File: config.mk
export PLATFORM = sky130hd
export DESIGN_NAME = adc_clock_powerdown_control
export DESIGN_NICKNAME = d
export VERILOG_FILES = /design/src/verilog/adc_ctl_pkg.sv /design/src/verilog/adc_clock_powerdown_control.sv
export SDC_FILE = /design/constraint.sdc
export NUM_CORES = 1
export LEC_CHECK = 0
export ABC_AREA = 1
export ABC_CLOCK_PERIOD_IN_PS = 2150
export BUFFER_PORTS_ARGS = -buffer_cell sky130_fd_sc_hd__buf_4
export CAP_MARGIN = 20
export CORE_AREA = 2 2 102 104
export DETAILED_ROUTE_END_ITERATION = 12
export DIE_AREA = 0 0 104 106
export GPL_TIMING_DRIVEN = 0
export PLACE_DENSITY_LB_ADDON = 0.2
export SYNTH_ARGS = -nofsm -noshare
export SYNTH_HDL_FRONTEND = slang
export SYNTH_SLANG_ARGS = --single-unit
export TNS_END_PERCENT = 20
File: constraint.sdc
create_clock -name sys_clk -period 2.15 [get_ports sys_clk]
set_input_delay 0.645 -clock sys_clk [delete_from_list [all_inputs] [get_ports sys_clk]]
set_output_delay 0.645 -clock sys_clk [all_outputs]
set_load 0.005 [all_outputs]
File: src/verilog/adc_ctl_pkg.sv
// constants shared by the converter control block: control byte layout,
// power and clock codes, sequencing counts and the status register map.
// assumes nothing beyond a SystemVerilog elaborator.
package adc_ctl_pkg;
	// ----------------------------------------------------------------
	// control byte fields
	// ----------------------------------------------------------------
	localparam int PM_HI_BIT = 7;
	localparam int PM_LO_BIT = 6;
	localparam int ACQ_BIT   = 5;
	localparam int RNG_BIT   = 4;
	localparam int BIP_BIT   = 3;
	localparam int CHAN_MSB  = 2;

	// power-mode codes; awake shares the external clock code
	localparam logic [1:0] PM_EXT   = 2'h0;
	localparam logic [1:0] PM_INT   = 2'h1;
	localparam logic [1:0] PM_STBY  = 2'h2;
	localparam logic [1:0] PM_FULL  = 2'h3;
	localparam logic [1:0] PWR_AWAKE = 2'h0;

	// ----------------------------------------------------------------
	// sequencing
	// ----------------------------------------------------------------
	localparam logic [3:0] ACQ_CYCLES  = 4'h6;
	localparam logic [3:0] CONV_CYCLES = 4'hc;
	localparam int SYS_CLK_KHZ  = 40000;
	localparam int INT_OSC_KHZ  = 1560;
	localparam int INT_DIV      = SYS_CLK_KHZ / INT_OSC_KHZ;
	localparam logic [4:0] INT_DIV_LAST = 5'(INT_DIV - 1);

	typedef enum logic [3:0] {
		ST_IDLE = 4'b0001,
		ST_ACQT = 4'b0010,
		ST_ACQX = 4'b0100,
		ST_CONV = 4'b1000
	} conv_state_e;

	// ----------------------------------------------------------------
	// status register map
	// ----------------------------------------------------------------
	localparam logic [3:0] ADDR_STATUS = 4'h0;
	localparam logic [3:0] ADDR_MASK   = 4'h4;
	localparam logic [3:0] ADDR_CONFIG = 4'h8;
	localparam int EV_DONE  = 0;
	localparam int EV_SLEEP = 1;
	localparam int EV_WAKE  = 2;
	localparam int NUM_EV   = 3;
endpackage : adc_ctl_pkg

File: src/verilog/adc_clock_powerdown_control.sv
// control logic of a 12-bit successive-approximation converter: control
// byte capture, clock mode, acquisition and conversion sequencing,
// power-down and result format, plus an avalon-mm status slave.
// assumes the sar core presents its offset-binary code on sar_code.
//
// Register access over Avalon-MM and the register offsets were decided locally.
`timescale 1ns/1ps
`default_nettype none
module adc_clock_powerdown_control (
	// clock and control
	input  wire  logic        sys_clk,
	input  wire  logic        rstn,
	input  wire  logic        ce,
	// parallel host port pins
	input  wire  logic        cs_n,
	input  wire  logic        wr_n,
	input  wire  logic        rd_n,
	input  wire  logic [7:0]  data_in,
	output var   logic [11:0] data_out,
	output var   logic        data_oe,
	output var   logic        int_n,
	// conversion clock pin and sar core
	input  wire  logic        ext_clk,
	input  wire  logic [11:0] sar_code,
	output var   logic        conv_busy,
	output var   logic        track,
	output var   logic [2:0]  chan_sel,
	output var   logic        range_sel,
	output var   logic        polarity_sel,
	// power control
	output var   logic        standby_sleep,
	output var   logic        deep_sleep,
	output var   logic        bandgap_en,
	output var   logic        ref_buf_en,
	output var   logic        osc_en,
	// avalon-mm status slave
	input  wire  logic [3:0]  address,
	input  wire  logic        read,
	input  wire  logic        write,
	input  wire  logic [31:0] writedata,
	output var   logic [31:0] readdata,
	output var   logic        waitrequest,
	output var   logic        irq
);
	// ----------------------------------------------------------------
	// state
	// ----------------------------------------------------------------
	typedef struct packed {
		logic [2:0]                    cs_sh;
		logic [2:0]                    wr_sh;
		logic [2:0]                    rd_sh;
		logic [2:0]                    ck_sh;
		logic [7:0]                    d_s1;
		logic [7:0]                    d_s2;
		adc_ctl_pkg::conv_state_e      fsm;
		logic [7:0]                    ctrl;
		logic                          clk_int;
		logic [1:0]                    pd_req;
		logic [1:0]                    pwr;
		logic [3:0]                    cnt;
		logic [4:0]                    div;
		logic [11:0]                   result;
		logic                          doe;
		logic                          int_n;
		logic                          osc_en;
		logic                          ref_buf;
		logic                          bandgap;
		logic [adc_ctl_pkg::NUM_EV-1:0] status;
		logic [adc_ctl_pkg::NUM_EV-1:0] mask;
		logic [31:0]                   rdata;
		logic                          wait_r;
		logic                          irq;
		logic                          busy;
		logic                          trk;
		logic                          stby;
		logic                          deep;
	} ctl_s;

	ctl_s q_reg;
	ctl_s q_next;

	// ----------------------------------------------------------------
	// decoded strobes from the second and third sync stages
	// ----------------------------------------------------------------
	logic        cs_act;
	logic        wr_fall;
	logic        wr_rise;
	logic        rd_fall;
	logic        ck_rise;
	logic        tick;
	logic        done_now;
	logic        wake_now;
	logic [1:0]  pm_in;
	logic [31:0] rd_mux;
	logic [11:0] fmt_code;

	// only stage 1 and 2 are compared; stage 0 feeds stage 1 alone
	assign cs_act  = !q_reg.cs_sh[1];
	assign wr_fall = q_reg.wr_sh[2] && !q_reg.wr_sh[1] && cs_act;
	assign wr_rise = !q_reg.wr_sh[2] && q_reg.wr_sh[1] && cs_act;
	assign rd_fall = q_reg.rd_sh[2] && !q_reg.rd_sh[1] && cs_act;
	// 40 mhz sampling resolves the host clock when kept within spec
	assign ck_rise = !q_reg.ck_sh[2] && q_reg.ck_sh[1];
	// conversion clock: internal divider or sampled pin edges
	assign tick = q_reg.clk_int ? (q_reg.osc_en && q_reg.div == 5'h0)
	                            : ck_rise;
	assign done_now = tick && q_reg.fsm == adc_ctl_pkg::ST_CONV
	                  && q_reg.cnt == adc_ctl_pkg::CONV_CYCLES - 4'h1;
	assign wake_now = wr_fall && q_reg.pwr != adc_ctl_pkg::PWR_AWAKE;
	assign pm_in = {q_reg.d_s2[adc_ctl_pkg::PM_HI_BIT],
	                q_reg.d_s2[adc_ctl_pkg::PM_LO_BIT]};

	// offset-binary from the sar becomes two's complement when bipolar
	assign fmt_code = q_reg.ctrl[adc_ctl_pkg::BIP_BIT]
	                  ? {~sar_code[11], sar_code[10:0]}
	                  : sar_code;

	// avalon read mux
	always_comb begin
		rd_mux = 32'h0;
		case (address)
			adc_ctl_pkg::ADDR_STATUS: rd_mux[2:0] = q_reg.status;
			adc_ctl_pkg::ADDR_MASK:   rd_mux[2:0] = q_reg.mask;
			adc_ctl_pkg::ADDR_CONFIG: rd_mux[12:0] = {q_reg.int_n,
				q_reg.fsm != adc_ctl_pkg::ST_IDLE, q_reg.pwr,
				q_reg.clk_int, q_reg.ctrl};
			default: rd_mux = 32'h0;
		endcase
	end

	// ----------------------------------------------------------------
	// next state
	// ----------------------------------------------------------------
	always_comb begin
		logic [adc_ctl_pkg::NUM_EV-1:0] ev;
		logic [adc_ctl_pkg::NUM_EV-1:0] clr;
		ev = '0;
		clr = '0;
		q_next = q_reg;
		if (!rstn) begin
			// power-on: int_n high, awake, external clock
			q_next = '0;
			q_next.cs_sh = 3'h7;
			q_next.wr_sh = 3'h7;
			q_next.rd_sh = 3'h7;
			q_next.fsm = adc_ctl_pkg::ST_IDLE;
			q_next.int_n = 1'b1;
			q_next.ref_buf = 1'b1;
			q_next.bandgap = 1'b1;
			q_next.wait_r = 1'b1;
		end else if (ce) begin
			// two-flop synchronisers plus an edge stage
			q_next.cs_sh = {q_reg.cs_sh[1:0], cs_n};
			q_next.wr_sh = {q_reg.wr_sh[1:0], wr_n};
			q_next.rd_sh = {q_reg.rd_sh[1:0], rd_n};
			q_next.ck_sh = {q_reg.ck_sh[1:0], ext_clk};
			q_next.d_s1 = data_in;
			q_next.d_s2 = q_reg.d_s1;

			// internal oscillator divider, stopped when not selected
			if (q_reg.osc_en)
				q_next.div = (q_reg.div == 5'h0) ? adc_ctl_pkg::INT_DIV_LAST
				                                 : q_reg.div - 5'h1;
			else
				q_next.div = adc_ctl_pkg::INT_DIV_LAST;

			// acquisition and conversion on the chosen clock
			if (tick) begin
				case (q_reg.fsm)
					adc_ctl_pkg::ST_ACQT: begin
						if (q_reg.cnt == adc_ctl_pkg::ACQ_CYCLES - 4'h1) begin
							q_next.fsm = adc_ctl_pkg::ST_CONV;
							q_next.cnt = 4'h0;
						end else begin
							q_next.cnt = q_reg.cnt + 4'h1;
						end
					end
					adc_ctl_pkg::ST_CONV: begin
						if (done_now) begin
							q_next.fsm = adc_ctl_pkg::ST_IDLE;
							q_next.cnt = 4'h0;
							q_next.result = fmt_code;
							ev[adc_ctl_pkg::EV_DONE] = 1'b1;
							// deferred power-down lands here only
							if (q_reg.pd_req != adc_ctl_pkg::PWR_AWAKE) begin
								q_next.pwr = q_reg.pd_req;
								ev[adc_ctl_pkg::EV_SLEEP] = 1'b1;
							end
						end else begin
							q_next.cnt = q_reg.cnt + 4'h1;
						end
					end
					default: q_next.cnt = q_reg.cnt;
				endcase
			end

			// read strobe releases int_n; a result wins the same cycle
			if (rd_fall)
				q_next.int_n = 1'b1;
			if (done_now)
				q_next.int_n = 1'b0;

			// wake on write falling edge, clock mode untouched
			// a write cycle also drops a pending request; its byte sets a new one
			if (wr_fall) begin
				q_next.pwr = adc_ctl_pkg::PWR_AWAKE;
				q_next.pd_req = adc_ctl_pkg::PWR_AWAKE;
				ev[adc_ctl_pkg::EV_SLEEP] = 1'b0;
				ev[adc_ctl_pkg::EV_WAKE] = wake_now;
			end

			// control byte latched on write rising edge; aborts any run, but ACQ_BIT clear moves a held acquisition to conversion
			if (wr_rise) begin
				q_next.ctrl = q_reg.d_s2;
				q_next.int_n = 1'b1;
				case (pm_in)
					adc_ctl_pkg::PM_EXT: q_next.clk_int = 1'b0;
					adc_ctl_pkg::PM_INT: q_next.clk_int = 1'b1;
					default: q_next.clk_int = q_reg.clk_int;
				endcase
				// standby or full is held until the conversion ends
				q_next.pd_req = pm_in[1] ? pm_in
				                         : adc_ctl_pkg::PWR_AWAKE;
				q_next.cnt = 4'h0;
				// either acquisition style in either clock mode
				if (q_reg.d_s2[adc_ctl_pkg::ACQ_BIT])
					q_next.fsm = adc_ctl_pkg::ST_ACQX;
				else if (q_reg.fsm == adc_ctl_pkg::ST_ACQX)
					q_next.fsm = adc_ctl_pkg::ST_CONV;
				else
					q_next.fsm = adc_ctl_pkg::ST_ACQT;
			end

			// port drives data whatever the power state
			q_next.doe = cs_act && !q_reg.rd_sh[1];
			// power outputs follow the settled state
			q_next.ref_buf = q_next.pwr != adc_ctl_pkg::PM_FULL;
			q_next.bandgap = 1'b1;
			q_next.osc_en = q_next.clk_int
			                && q_next.pwr == adc_ctl_pkg::PWR_AWAKE;
			// state decodes registered so these outputs leave flops directly
			q_next.busy = q_next.fsm == adc_ctl_pkg::ST_CONV;
			q_next.trk  = q_next.fsm == adc_ctl_pkg::ST_ACQT
			              || q_next.fsm == adc_ctl_pkg::ST_ACQX;
			q_next.stby = q_next.pwr == adc_ctl_pkg::PM_STBY;
			q_next.deep = q_next.pwr == adc_ctl_pkg::PM_FULL;

			// avalon slave: one wait cycle, commit when waitrequest low
			if (q_reg.wait_r) begin
				if (read || write) begin
					q_next.wait_r = 1'b0;
					q_next.rdata = rd_mux;
				end
			end else begin
				q_next.wait_r = 1'b1;
				if (write && address == adc_ctl_pkg::ADDR_MASK)
					q_next.mask = writedata[adc_ctl_pkg::NUM_EV-1:0];
				if (read && address == adc_ctl_pkg::ADDR_STATUS)
					clr = q_reg.rdata[adc_ctl_pkg::NUM_EV-1:0];
			end
			// a new event beats the read clear
			q_next.status = (q_reg.status & ~clr) | ev;
			q_next.irq = |(q_next.status & q_next.mask);
		end
	end

	// state register
	always_ff @(posedge sys_clk) begin
		q_reg <= q_next;
	end

	// ----------------------------------------------------------------
	// outputs
	// ----------------------------------------------------------------
	assign data_out      = q_reg.result;
	assign data_oe       = q_reg.doe;
	assign int_n         = q_reg.int_n;
	assign conv_busy     = q_reg.busy;
	assign track         = q_reg.trk;
	assign chan_sel      = q_reg.ctrl[adc_ctl_pkg::CHAN_MSB:0];
	assign range_sel     = q_reg.ctrl[adc_ctl_pkg::RNG_BIT];
	assign polarity_sel  = q_reg.ctrl[adc_ctl_pkg::BIP_BIT];
	assign standby_sleep = q_reg.stby;
	assign deep_sleep    = q_reg.deep;
	assign bandgap_en    = q_reg.bandgap;
	assign ref_buf_en    = q_reg.ref_buf;
	assign osc_en        = q_reg.osc_en;
	assign readdata      = q_reg.rdata;
	assign waitrequest   = q_reg.wait_r;
	assign irq           = q_reg.irq;
endmodule : adc_clock_powerdown_control
`default_nettype wire

==> results of run 1 <==
cells by family after synthesis:
kind of cell / count (synthesis) / share of synthesized area
flops: 94 / 0.4314
fa+ha+maj: 4 / 0.01147
buf+inv: 119 / 0.1489
other cells: 2 / 0.001722
compound gates: 120 / 0.1469
simple gates: 250 / 0.2496
xor+xnor: 5 / 0.01004
area by class of cell:
| class | instances | share of cell area |
|---|---|---|
| clock buffer | 11 | 0.02637 |
| timing repair buffer | 74 | 0.1036 |
| sequential | 94 | 0.3510 |
| tap | 136 | 0.03174 |
| clock inverter | 5 | 0.01214 |
| multi-input combinational | 399 | 0.3540 |
| buffer | 72 | 0.08775 |
| inverter | 47 | 0.03337 |
tightest hold or removal path, cell delays in order, from the launching register on:
cell and delay, ns:
dfxtp_1 0.34, nand2_1 0.05, nand3_1 0.05
synthesized netlist by cell type, types with 4 or more instances:
library cell  number  area, sq um
xor2_1             4        35.03
clkbuf_1          15        56.30
nand3_1           21        105.1
nand2_1          122        457.9
buf_4             50        375.4
a21oi_1           54        270.3
buf_2              4        20.02
inv_1             41        153.9
dfxtp_1           94         1882
inv_2              5        18.77
nor2_2             7        43.79
ha_1               4        50.05
nor2_1            78        292.8
o21ai_0           44        220.2
o21ai_1            8        40.04
nand4_1            4        25.02
nor3_1             6        30.03
o211ai_1           4        30.03
power by group:
group,switching [mW],internal (mW),leakage (nW)
Combinational,0.200,0.143,1.61
Sequential,0.0380,1.80,0.767
Clock,0.653,0.583,0.105
layer usage:
layer,global-route usage,share of wire,vias up
met2,0.3308,0.47,129
met3,0.02943,0.054,19
met4,0.07625,0.017,0
met5,0,0,-
li1,-,-,2040
met1,0.2557,0.46,1802
worst min path at each step:
stage | cells after the start | start | slack, ns | end
final | 2 | q_reg[106]$_SDFFE_PN1P_ | 0.46 | q_reg[106]$_SDFFE_PN1P_
after global routing | 3 | cs_n | 0.49 | q_reg[112]$_SDFFE_PN1P_
after CTS | 2 | q_reg[106]$_SDFFE_PN1P_ | 0.47 | q_reg[106]$_SDFFE_PN1P_
after detailed placement | 2 | q_reg[106]$_SDFFE_PN1P_ | 0.44 | q_reg[106]$_SDFFE_PN1P_
after global placement | 2 | q_reg[106]$_SDFFE_PN1P_ | 0.44 | q_reg[106]$_SDFFE_PN1P_
after floorplan | 2 | q_reg[112]$_SDFFE_PN1P_ | 0.43 | q_reg[112]$_SDFFE_PN1P_
==> metrics.md, run 1 <==
| Metric | Value |
|---|---|
| Status | `completed` |
| Multi-input gate area | `1898 sq um` |
| Vias in the first global route | `3,628` |
| RePlAce Congestion | `0.8092` |
| Normalized max-slew margin | `0.5930` |
| Hold buffer count at CTS | `0` |
| Clock transition at path regs | `0.09 ns` |
| Worst setup margin | `0.3153 ns` |
| Routed via count | `3,990` |
| # fillers | `1,037` |
| Worst path slowest cell | `dfxtp_1` |
| CTS root buf | `clkbuf_8` |
| Final min period | `1.835 ns` |
| Number of H-tree levels | `3` |
| Top_reg_cell synth | `dfxtp_1` |
| Share of cells above drive strength 1 | `0.2422` |
| Power Dens Cells | `636.7 nW/um^2` |
| Crit-path cells | `inv_1 > ha_1 > inv_1 > nor2_1 > nand3_1 > nand2_2 > nand3_4 > nor2_4 > inv_2 > buf_6 > nand2_1 > nand4_1` |
| Non-filler cells, final | `838` |
| Placed inst area | `5155 sq um` |
| Cell repeated most along the worst path | `inv_1` |
| Max reg flops | `52` |
| Post-Synthesis Cells | `594` |
| Fmax | `545.0 MHz` |
| CP Max Fanout | `10` |
| First-pass DRT Iterations | `5` |
| CTS tree | `built` |
| Final hold violation count | `0` |
| Via/cell ratio | `4.761` |
| RSZ-0062 raised after global routing | `false` |
| Sequential share of the synthesized area | `0.4314` |
| Clk_skew | `0.009317 ns` |
| GRT Util Overall | `0.1967` |
| Clock buffer depth | `2` |
| Inst Count DP | `822` |
| Synth unique cells | `38` |
| Post-synth EDFFs | `0` |
| # resized after CTS | `0` |
| Initial Util | `0.4362` |
| Startpoint types | `flip-flop` |
| Fin crit share | `0.8534` |
| Overall die width | `104 um` |
| Post-DP HPWL | `7759 um` |
| Most frequent cells in the layout | `buf_4, nand2_1, dfxtp_1` |
| CP Capture Point | `int_n$_SDFFE_PN1P_` |
| Post-CTS Setup Inserts | `0` |
| Reg-to-reg setup timing slack | `0.32 ns` |
| Slew @ Worst Pin | `0.6058 ns` |
| Total Die Area | `11,020 sq um` |
| Pre-CTS setup slack | `0.01677 ns` |
| Hold Slack | `0.4643 ns` |
| Count of final setup violators | `0` |
| Critical path arrival | `2.06 ns` |
| Pin count of the biggest net entering global routing | `17` |
| Setup TNS | `0 ns` |
| I/O pin total | `125` |
| Initial antenna violation count | `0` |
| Post-route ant nets | `0` |
| Top delay family on crit path | `simple AND/OR/NAND/NOR gates` |
| CP Capture Type | `flip-flop` |
| Overflow after GRT | `0` |
| Design Area, Final | `5361 sq um` |
| Total power | `3.413 mW` |
| CP bufs+invs | `4` |
| WP depth | `12` |
| Register Area | `1882 sq um` |
| Nets | `766` |
| Worst r2r src | `q_reg[61]$_SDFFE_PN0P_` |
| First-pass GRT wire length | `17,480 um` |
| R2R cell count | `12` |
| Max stage delay on crit path | `0.32 ns` |
| Syn avg cell area | `7.343 sq um` |
| TritonCTS Buffers | `9` |
| Area grow syn2layout | `22.92%` |
| Max Cap Viol | `0` |
| Worst min path class | `reg -> reg` |
| Later-pin clock latency in the skew report | `0.36 ns` |
| Die height | `106 um` |
| Iteration-0 DRC Markers | `281` |
| Yosys reg bits | `94` |
| Worst vdd ir | `307.0 uV` |
| Slew Viols, Final | `0` |
| Wire per inst | `12.64 um` |
| Syn Std Cell Area | `4362 sq um` |
| Core region area | `10000 sq um` |
| Worst Setup SP | `q_reg[61]$_SDFFE_PN0P_` |
| CP required | `2.38 ns` |
| Ys async rst share | `0` |
| PortBufs | `74` |
| Routed WL | `10,600 um` |
| Final Util | `0.5362` |
| Number of synthesis warnings | `0` |
| Setup CP Type | `reg -> reg` |
| Site Rows | `37` |
| RR Endpoint | `int_n$_SDFFE_PN1P_` |
| Most common cell after layout, fill and taps aside | `buf_4` |
| Lkg Pwr | `2.486 nW` |
| CTS sink cnt | `94` |
| DRC | `0` |
| ANT cells | `0` |
No activity file was read; power rests on OpenSTA's default activity.
==> run 2: changes to the inputs <==
- ABC_AREA: 1 -> unset
- CORE_AREA: 2 2 102 104 -> 2 2 101 103
- DIE_AREA: 0 0 104 106 -> 0 0 103 105
==> run 2 against run 1 <==
Synthesized cell count decreased by 15%; maximum frequency fell by 11%; register-to-register slack lost 0.23 ns; hold slack lost 0.0068 ns; routed wire length increased by 1.7%; core utilization rose by 2.5 points; critical path depth fell by 4; combinational power shrank 13%; critical endpoint is now deep_sleep$_SDFFE_PN0P_; highest routed layer unchanged.
==> metrics.md, run 2 <==
| Metric | Value |
|---|---|
| CTS sink cnt | `94` |
| PortBufs | `72` |
| Nets | `681` |
| Count of final setup violators | `0` |
| Most frequent cells in the layout | `buf_4, dfxtp_1, nand2_1` |
| Initial antenna violation count | `0` |
| Site Rows | `36` |
| Yosys reg bits | `94` |
| Clock network fraction of total power | `0.359` |
| TritonCTS Buffers | `9` |
| Setup CP Type | `reg -> reg` |
| Max Cap Viol | `0` |
| Routed WL | `10,780 um` |
| First-pass DRT Iterations | `4` |
| Normalized max-slew margin | `0.4426` |
| Startpoint types | `flip-flop` |
| Post-DP HPWL | `8078 um` |
| Number of H-tree levels | `3` |
| Status | `completed` |
| Iteration-0 DRC Markers | `232` |
| First-pass GRT wire length | `16,950 um` |
| Placed inst area | `5052 sq um` |
| Worst Min Path Start | `data_out[9]$_SDFFE_PN0P_` |
| Seq pwr share | `0.550` |
| Reg-to-reg setup timing slack | `0.09 ns` |
| Worst vdd ir | `314.5 uV` |
| RSZ-0062 raised after global routing | `true` |
| Non-filler cells, final | `750` |
| Clock buffer depth | `2` |
| Pre-CTS setup slack | `-0.3195 ns` |
| Worst Setup SP | `q_reg[61]$_SDFFE_PN0P_` |
| I/O pin total | `125` |
| Design Area, Final | `5409 sq um` |
| Post-route ant nets | `0` |
| Area grow syn2layout | `26.44%` |
| Pin count of the biggest net entering global routing | `16` |
| Hold Slack | `0.4575 ns` |
| Routed via count | `3,712` |
| Number of synthesis warnings | `0` |
| CP required | `2.41 ns` |
| Most common cell after layout, fill and taps aside | `buf_4` |
| Commonest cells in the netlist | `dfxtp_1, nand2_1, nor2_1` |
| CP Capture Point | `deep_sleep$_SDFFE_PN0P_` |
| Post-synth EDFFs | `0` |
| Setup TNS | `0 ns` |
| Vias in the first global route | `3,445` |
| Ys async rst share | `0` |
| Wire per inst | `14.37 um` |
| Fin crit share | `0.9589` |
| Total power | `3.290 mW` |
| CP Capture Type | `flip-flop` |
| P_sw | `794.8 uW` |
| DRC | `0` |
| Syn avg cell area | `8.522 sq um` |
| Slew @ Worst Pin | `0.8361 ns` |
| Final Util | `0.5611` |
| CTS tree | `built` |
| Via/cell ratio | `4.949` |
| Share of cells above drive strength 1 | `0.2804` |
| CP Max Fanout | `6` |
| Worst r2r src | `q_reg[61]$_SDFFE_PN0P_` |
| Initial Util | `0.4438` |
| Overflow after GRT | `0` |
| R2R cell count | `8` |
| Core region area | `9639 sq um` |
| Final hold violation count | `0` |
| ANT cells | `0` |
| Comb power frac | `0.090` |
| Die height | `105 um` |
| Pint | `2.495 mW` |
| Max reg flops | `52` |
| Overall die width | `103 um` |
| Inst Count DP | `725` |
| GRT Util Overall | `0.2026` |
| Clk_skew | `0.01150 ns` |
| WHS Path Cells | `2` |
| Critical path arrival | `2.32 ns` |
| Synth unique cells | `55` |
| Post-Synthesis Cells | `502` |
| RePlAce Congestion | `0.8418` |
| Count leader, synth | `dfxtp_1` |
| Lkg Pwr | `2.333 nW` |
| Fmax | `485.1 MHz` |
| Syn Std Cell Area | `4278 sq um` |
| Clock transition at path regs | `0.09 ns` |
| Power Dens Cells | `608.3 nW/um^2` |
| # fillers | `951` |
| Area share of the largest cell type after synthesis | `0.4399` |
| Slew Viols, Final | `0` |
| Later-pin clock latency in the skew report | `0.37 ns` |
| Worst min path class | `reg -> reg` |
| Top_reg_cell synth | `dfxtp_1` |
| Worst setup margin | `0.08843 ns` |
| Sw frac | `0.2416` |
| Total Die Area | `10,820 sq um` |
| RR Endpoint | `deep_sleep$_SDFFE_PN0P_` |
| CTS root buf | `clkbuf_8` |
| Largest cells by area after synthesis | `dfxtp_1, buf_4, mux2i_1, nand2_1, nor2_1` |
| Final min period | `2.062 ns` |
| Sequential share of the synthesized area | `0.4399` |
| Leading area contributor after synthesis | `dfxtp_1` |
run 2: critical path, stage by stage (launching register included):
cell and delay, ns:
dfxtp_2 0.33, inv_2 0.07, ha_4 0.12, nor4b_4 0.30
a32o_2 0.34, nand3_1 0.17, a22o_1 0.23, and3_1 0.21
o21a_1 0.19
run 2: routing by layer:
layer,wire length [um],GRT usage,vias up
met5,0,0,-
met4,248,0.08365,0
met3,490,0.02609,16
met2,5129,0.3326,97
met1,4909,0.2650,1736
li1,-,-,1863
run 2: logic make-up after synthesis:
| group | after synthesis | share of synthesized area |
|---|---|---|
| simple gates | 182 | 0.1936 |
| fa+ha+maj | 4 | 0.01170 |
| mux | 36 | 0.08453 |
| xor+xnor | 6 | 0.01228 |
| flops | 94 | 0.4399 |
| other cells | 2 | 0.001756 |
| buf+inv | 82 | 0.1152 |
| compound gates | 96 | 0.1410 |
run 2: final cells by class:
| class | count | area, sq um | area share |
|---|---|---|---|
| well taps | 133 | 166.4 | 0.03077 |
| flip-flops and latches | 94 | 1886 | 0.3486 |
| inverters | 8 | 30.03 | 0.005552 |
| plain buffers | 73 | 469.2 | 0.08675 |
| clock inverters | 4 | 52.55 | 0.009715 |
| repair buffers | 82 | 615.6 | 0.1138 |
| multi-input cells | 344 | 2044 | 0.3780 |
| clock buffers | 12 | 145.1 | 0.02683 |
run 2: power by group through the flow:
stage               combinational (mW)  clock [mW]  sequential [mW]
finish                           0.297        1.18             1.81
global route                     0.329        1.28             1.82
CTS                              0.287        1.21             1.81
detailed placement               0.284           0             1.85
global placement                 0.280           0             1.85
floorplan                        0.184           0             1.84
run 2: worst min path at each step:
stage	to	slack (ns)
after global routing	data_out[4]$_SDFFE_PN0P_	0.49
after floorplan	chan_sel[0]$_SDFFE_PN0P_	0.43
after global placement	data_out[8]$_SDFFE_PN0P_	0.44
after CTS	data_out[4]$_SDFFE_PN0P_	0.46
final	data_out[9]$_SDFFE_PN0P_	0.46
after detailed placement	data_out[4]$_SDFFE_PN0P_	0.45
run 2: timing repair:
| item | CTS | global route |
|---|---|---|
| gates resized for setup | 6 | 19 |
| pin swaps | 0 | 6 |
| buffers inserted | 0 | 10 |
| endpoints found under the setup margin | 14 | 18 |
| endpoints found under the hold margin | 0 | 0 |
| hold buffers | 0 | 0 |
==> run 3: changes to the inputs <==
- ABC_CLOCK_PERIOD_IN_PS: 2150 -> 2600
- PLACE_DENSITY: unset -> 0.77
- PLACE_DENSITY_LB_ADDON: 0.2 -> unset
- RECOVER_POWER: unset -> 25
- clock period: 2.15 -> 2.6 ns (I/O delays scaled with it)
==> run 3 against run 2 <==
Sequential power is 17% lower; total power shrank 19%; combinational power decreased by 21%; critical path type unchanged.
==> metrics.md, run 3 (synthesized netlist as in run 2, its figures left out) <==
| Metric | Value |
|---|---|
| Status | `completed` |
| Final hold violation count | `0` |
| Final Util | `0.5436` |
| Final min period | `2.365 ns` |
| Max reg flops | `52` |
| Clock network fraction of total power | `0.348` |
| Lkg Pwr | `2.243 nW` |
| First-pass GRT wire length | `16,410 um` |
| Non-filler cells, final | `741` |
| Hold buffer count at CTS | `0` |
| Later-pin clock latency in the skew report | `0.36 ns` |
| Seq pwr share | `0.564` |
| Fin crit share | `0.9094` |
| Startpoint types | `flip-flop` |
| TritonCTS Buffers | `9` |
| Hold Slack | `0.4587 ns` |
| CTS sink cnt | `94` |
| Critical path arrival | `2.66 ns` |
| Inst Count DP | `725` |
| Post-route ant nets | `0` |
| CP Capture Type | `flip-flop` |
| ANT cells | `0` |
| Iteration-0 DRC Markers | `250` |
| Initial Util | `0.4438` |
| Clock buffer depth | `2` |
| Overflow after GRT | `0` |
| CTS tree | `built` |
| Routed via count | `3,680` |
| Via/cell ratio | `4.966` |
| Setup CP Type | `reg -> reg` |
| Slew Viols, Final | `0` |
| Max Cap Viol | `0` |
| Power Dens Cells | `506.8 nW/um^2` |
| PortBufs | `72` |
| Wire per inst | `14.14 um` |
| DRC | `0` |
| Total power | `2.656 mW` |
| Setup TNS | `0 ns` |
| Die height | `105 um` |
| Sw frac | `0.2648` |
| Initial antenna violation count | `0` |
| Comb power frac | `0.088` |
| RePlAce Congestion | `0.8820` |
| Site Rows | `36` |
| I/O pin total | `125` |
| Clock transition at path regs | `0.11 ns` |
| P_sw | `703.2 uW` |
| First-pass DRT Iterations | `5` |
| Post-CTS Setup Inserts | `0` |
| Pin count of the biggest net entering global routing | `19` |
| Worst min path class | `reg -> reg` |
| Overall die width | `103 um` |
| Post-DP HPWL | `7994 um` |
| Number of H-tree levels | `3` |
| Vias in the first global route | `3,326` |
| Area grow syn2layout | `22.49%` |
| Clk_skew | `0.01749 ns` |
| Most frequent cells in the layout | `dfxtp_1, buf_4, nand2_1` |
| Core region area | `9639 sq um` |
| Worst vdd ir | `315.2 uV` |
| RSZ-0062 raised after global routing | `false` |
| CP required | `2.90 ns` |
| Count of final setup violators | `0` |
| Slew @ Worst Pin | `0.8809 ns` |
| Pint | `1.953 mW` |
| Normalized max-slew margin | `0.3975` |
| Routed WL | `10,480 um` |
| Nets | `672` |
| # resized after CTS | `0` |
| CTS root buf | `clkbuf_8` |
| Most common cell after layout, fill and taps aside | `dfxtp_1` |
| Total Die Area | `10,820 sq um` |
| Share of cells above drive strength 1 | `0.2451` |
| Fmax | `422.9 MHz` |
| # fillers | `953` |
| GRT Util Overall | `0.1910` |
| CP Max Fanout | `10` |
run 3: layout make-up:
cell class	instances	area, sq um	area share
clock inverters	7	67.56	0.01289
clock buffers	9	123.9	0.02364
plain buffers	74	462.9	0.08835
inverters	8	30.03	0.005731
repair buffers	72	536.8	0.1024
flip-flops and latches	94	1882	0.3591
multi-input cells	344	1971	0.3761
well taps	133	166.4	0.03176
run 3: worst paths after layout:
check                          from                         to  slack [ns]  depth (start not counted)
max          q_reg[61]$_SDFFE_PN0P_  data_out[10]$_SDFFE_PN0P_        0.24                          9
min          q_reg[91]$_SDFFE_PN0P_     range_sel$_SDFFE_PN0P_        0.46                          2
max reg2reg  q_reg[61]$_SDFFE_PN0P_  data_out[10]$_SDFFE_PN0P_        0.24                          9
min reg2reg  q_reg[91]$_SDFFE_PN0P_     range_sel$_SDFFE_PN0P_        0.46                          2
run 3: layer usage:
layer | track usage | vias up | share of wire
met2 | 0.3191 | 120 | 0.48
li1 | - | 1847 | -
met3 | 0.03478 | 13 | 0.057
met1 | 0.2525 | 1700 | 0.44
met4 | 0.04699 | 0 | 0.018
met5 | 0 | - | 0
run 3: power groups by stage:
stage / clock network [mW] / registers (mW) / logic (mW)
CTS: 0.938 / 1.50 / 0.234
global route: 1.01 / 1.50 / 0.258
global placement: 0 / 1.53 / 0.228
floorplan: 0 / 1.52 / 0.153
finish: 0.925 / 1.50 / 0.234
detailed placement: 0 / 1.53 / 0.233
run 3: critical path: stages, from the launching register on:
cell and delay [ns]:
dfxtp_1 0.38, inv_1 0.08, ha_1 0.20, nor4b_4 0.15
a32o_2 0.32, and2_1 0.18, nand2_1 0.16, clkbuf_1 0.51
nand2_1 0.15, a21oi_1 0.18
run 3: stage by stage:
step,area [sq um],setup slack [ns]
6_report,5240,0.2355
3_3_place_gp,5052,0.07887
2_1_floorplan,4345,0.3703
3_5_place_dp,5052,0.01480
4_1_cts,5244,0.2308
5_1_grt,5240,0.08873
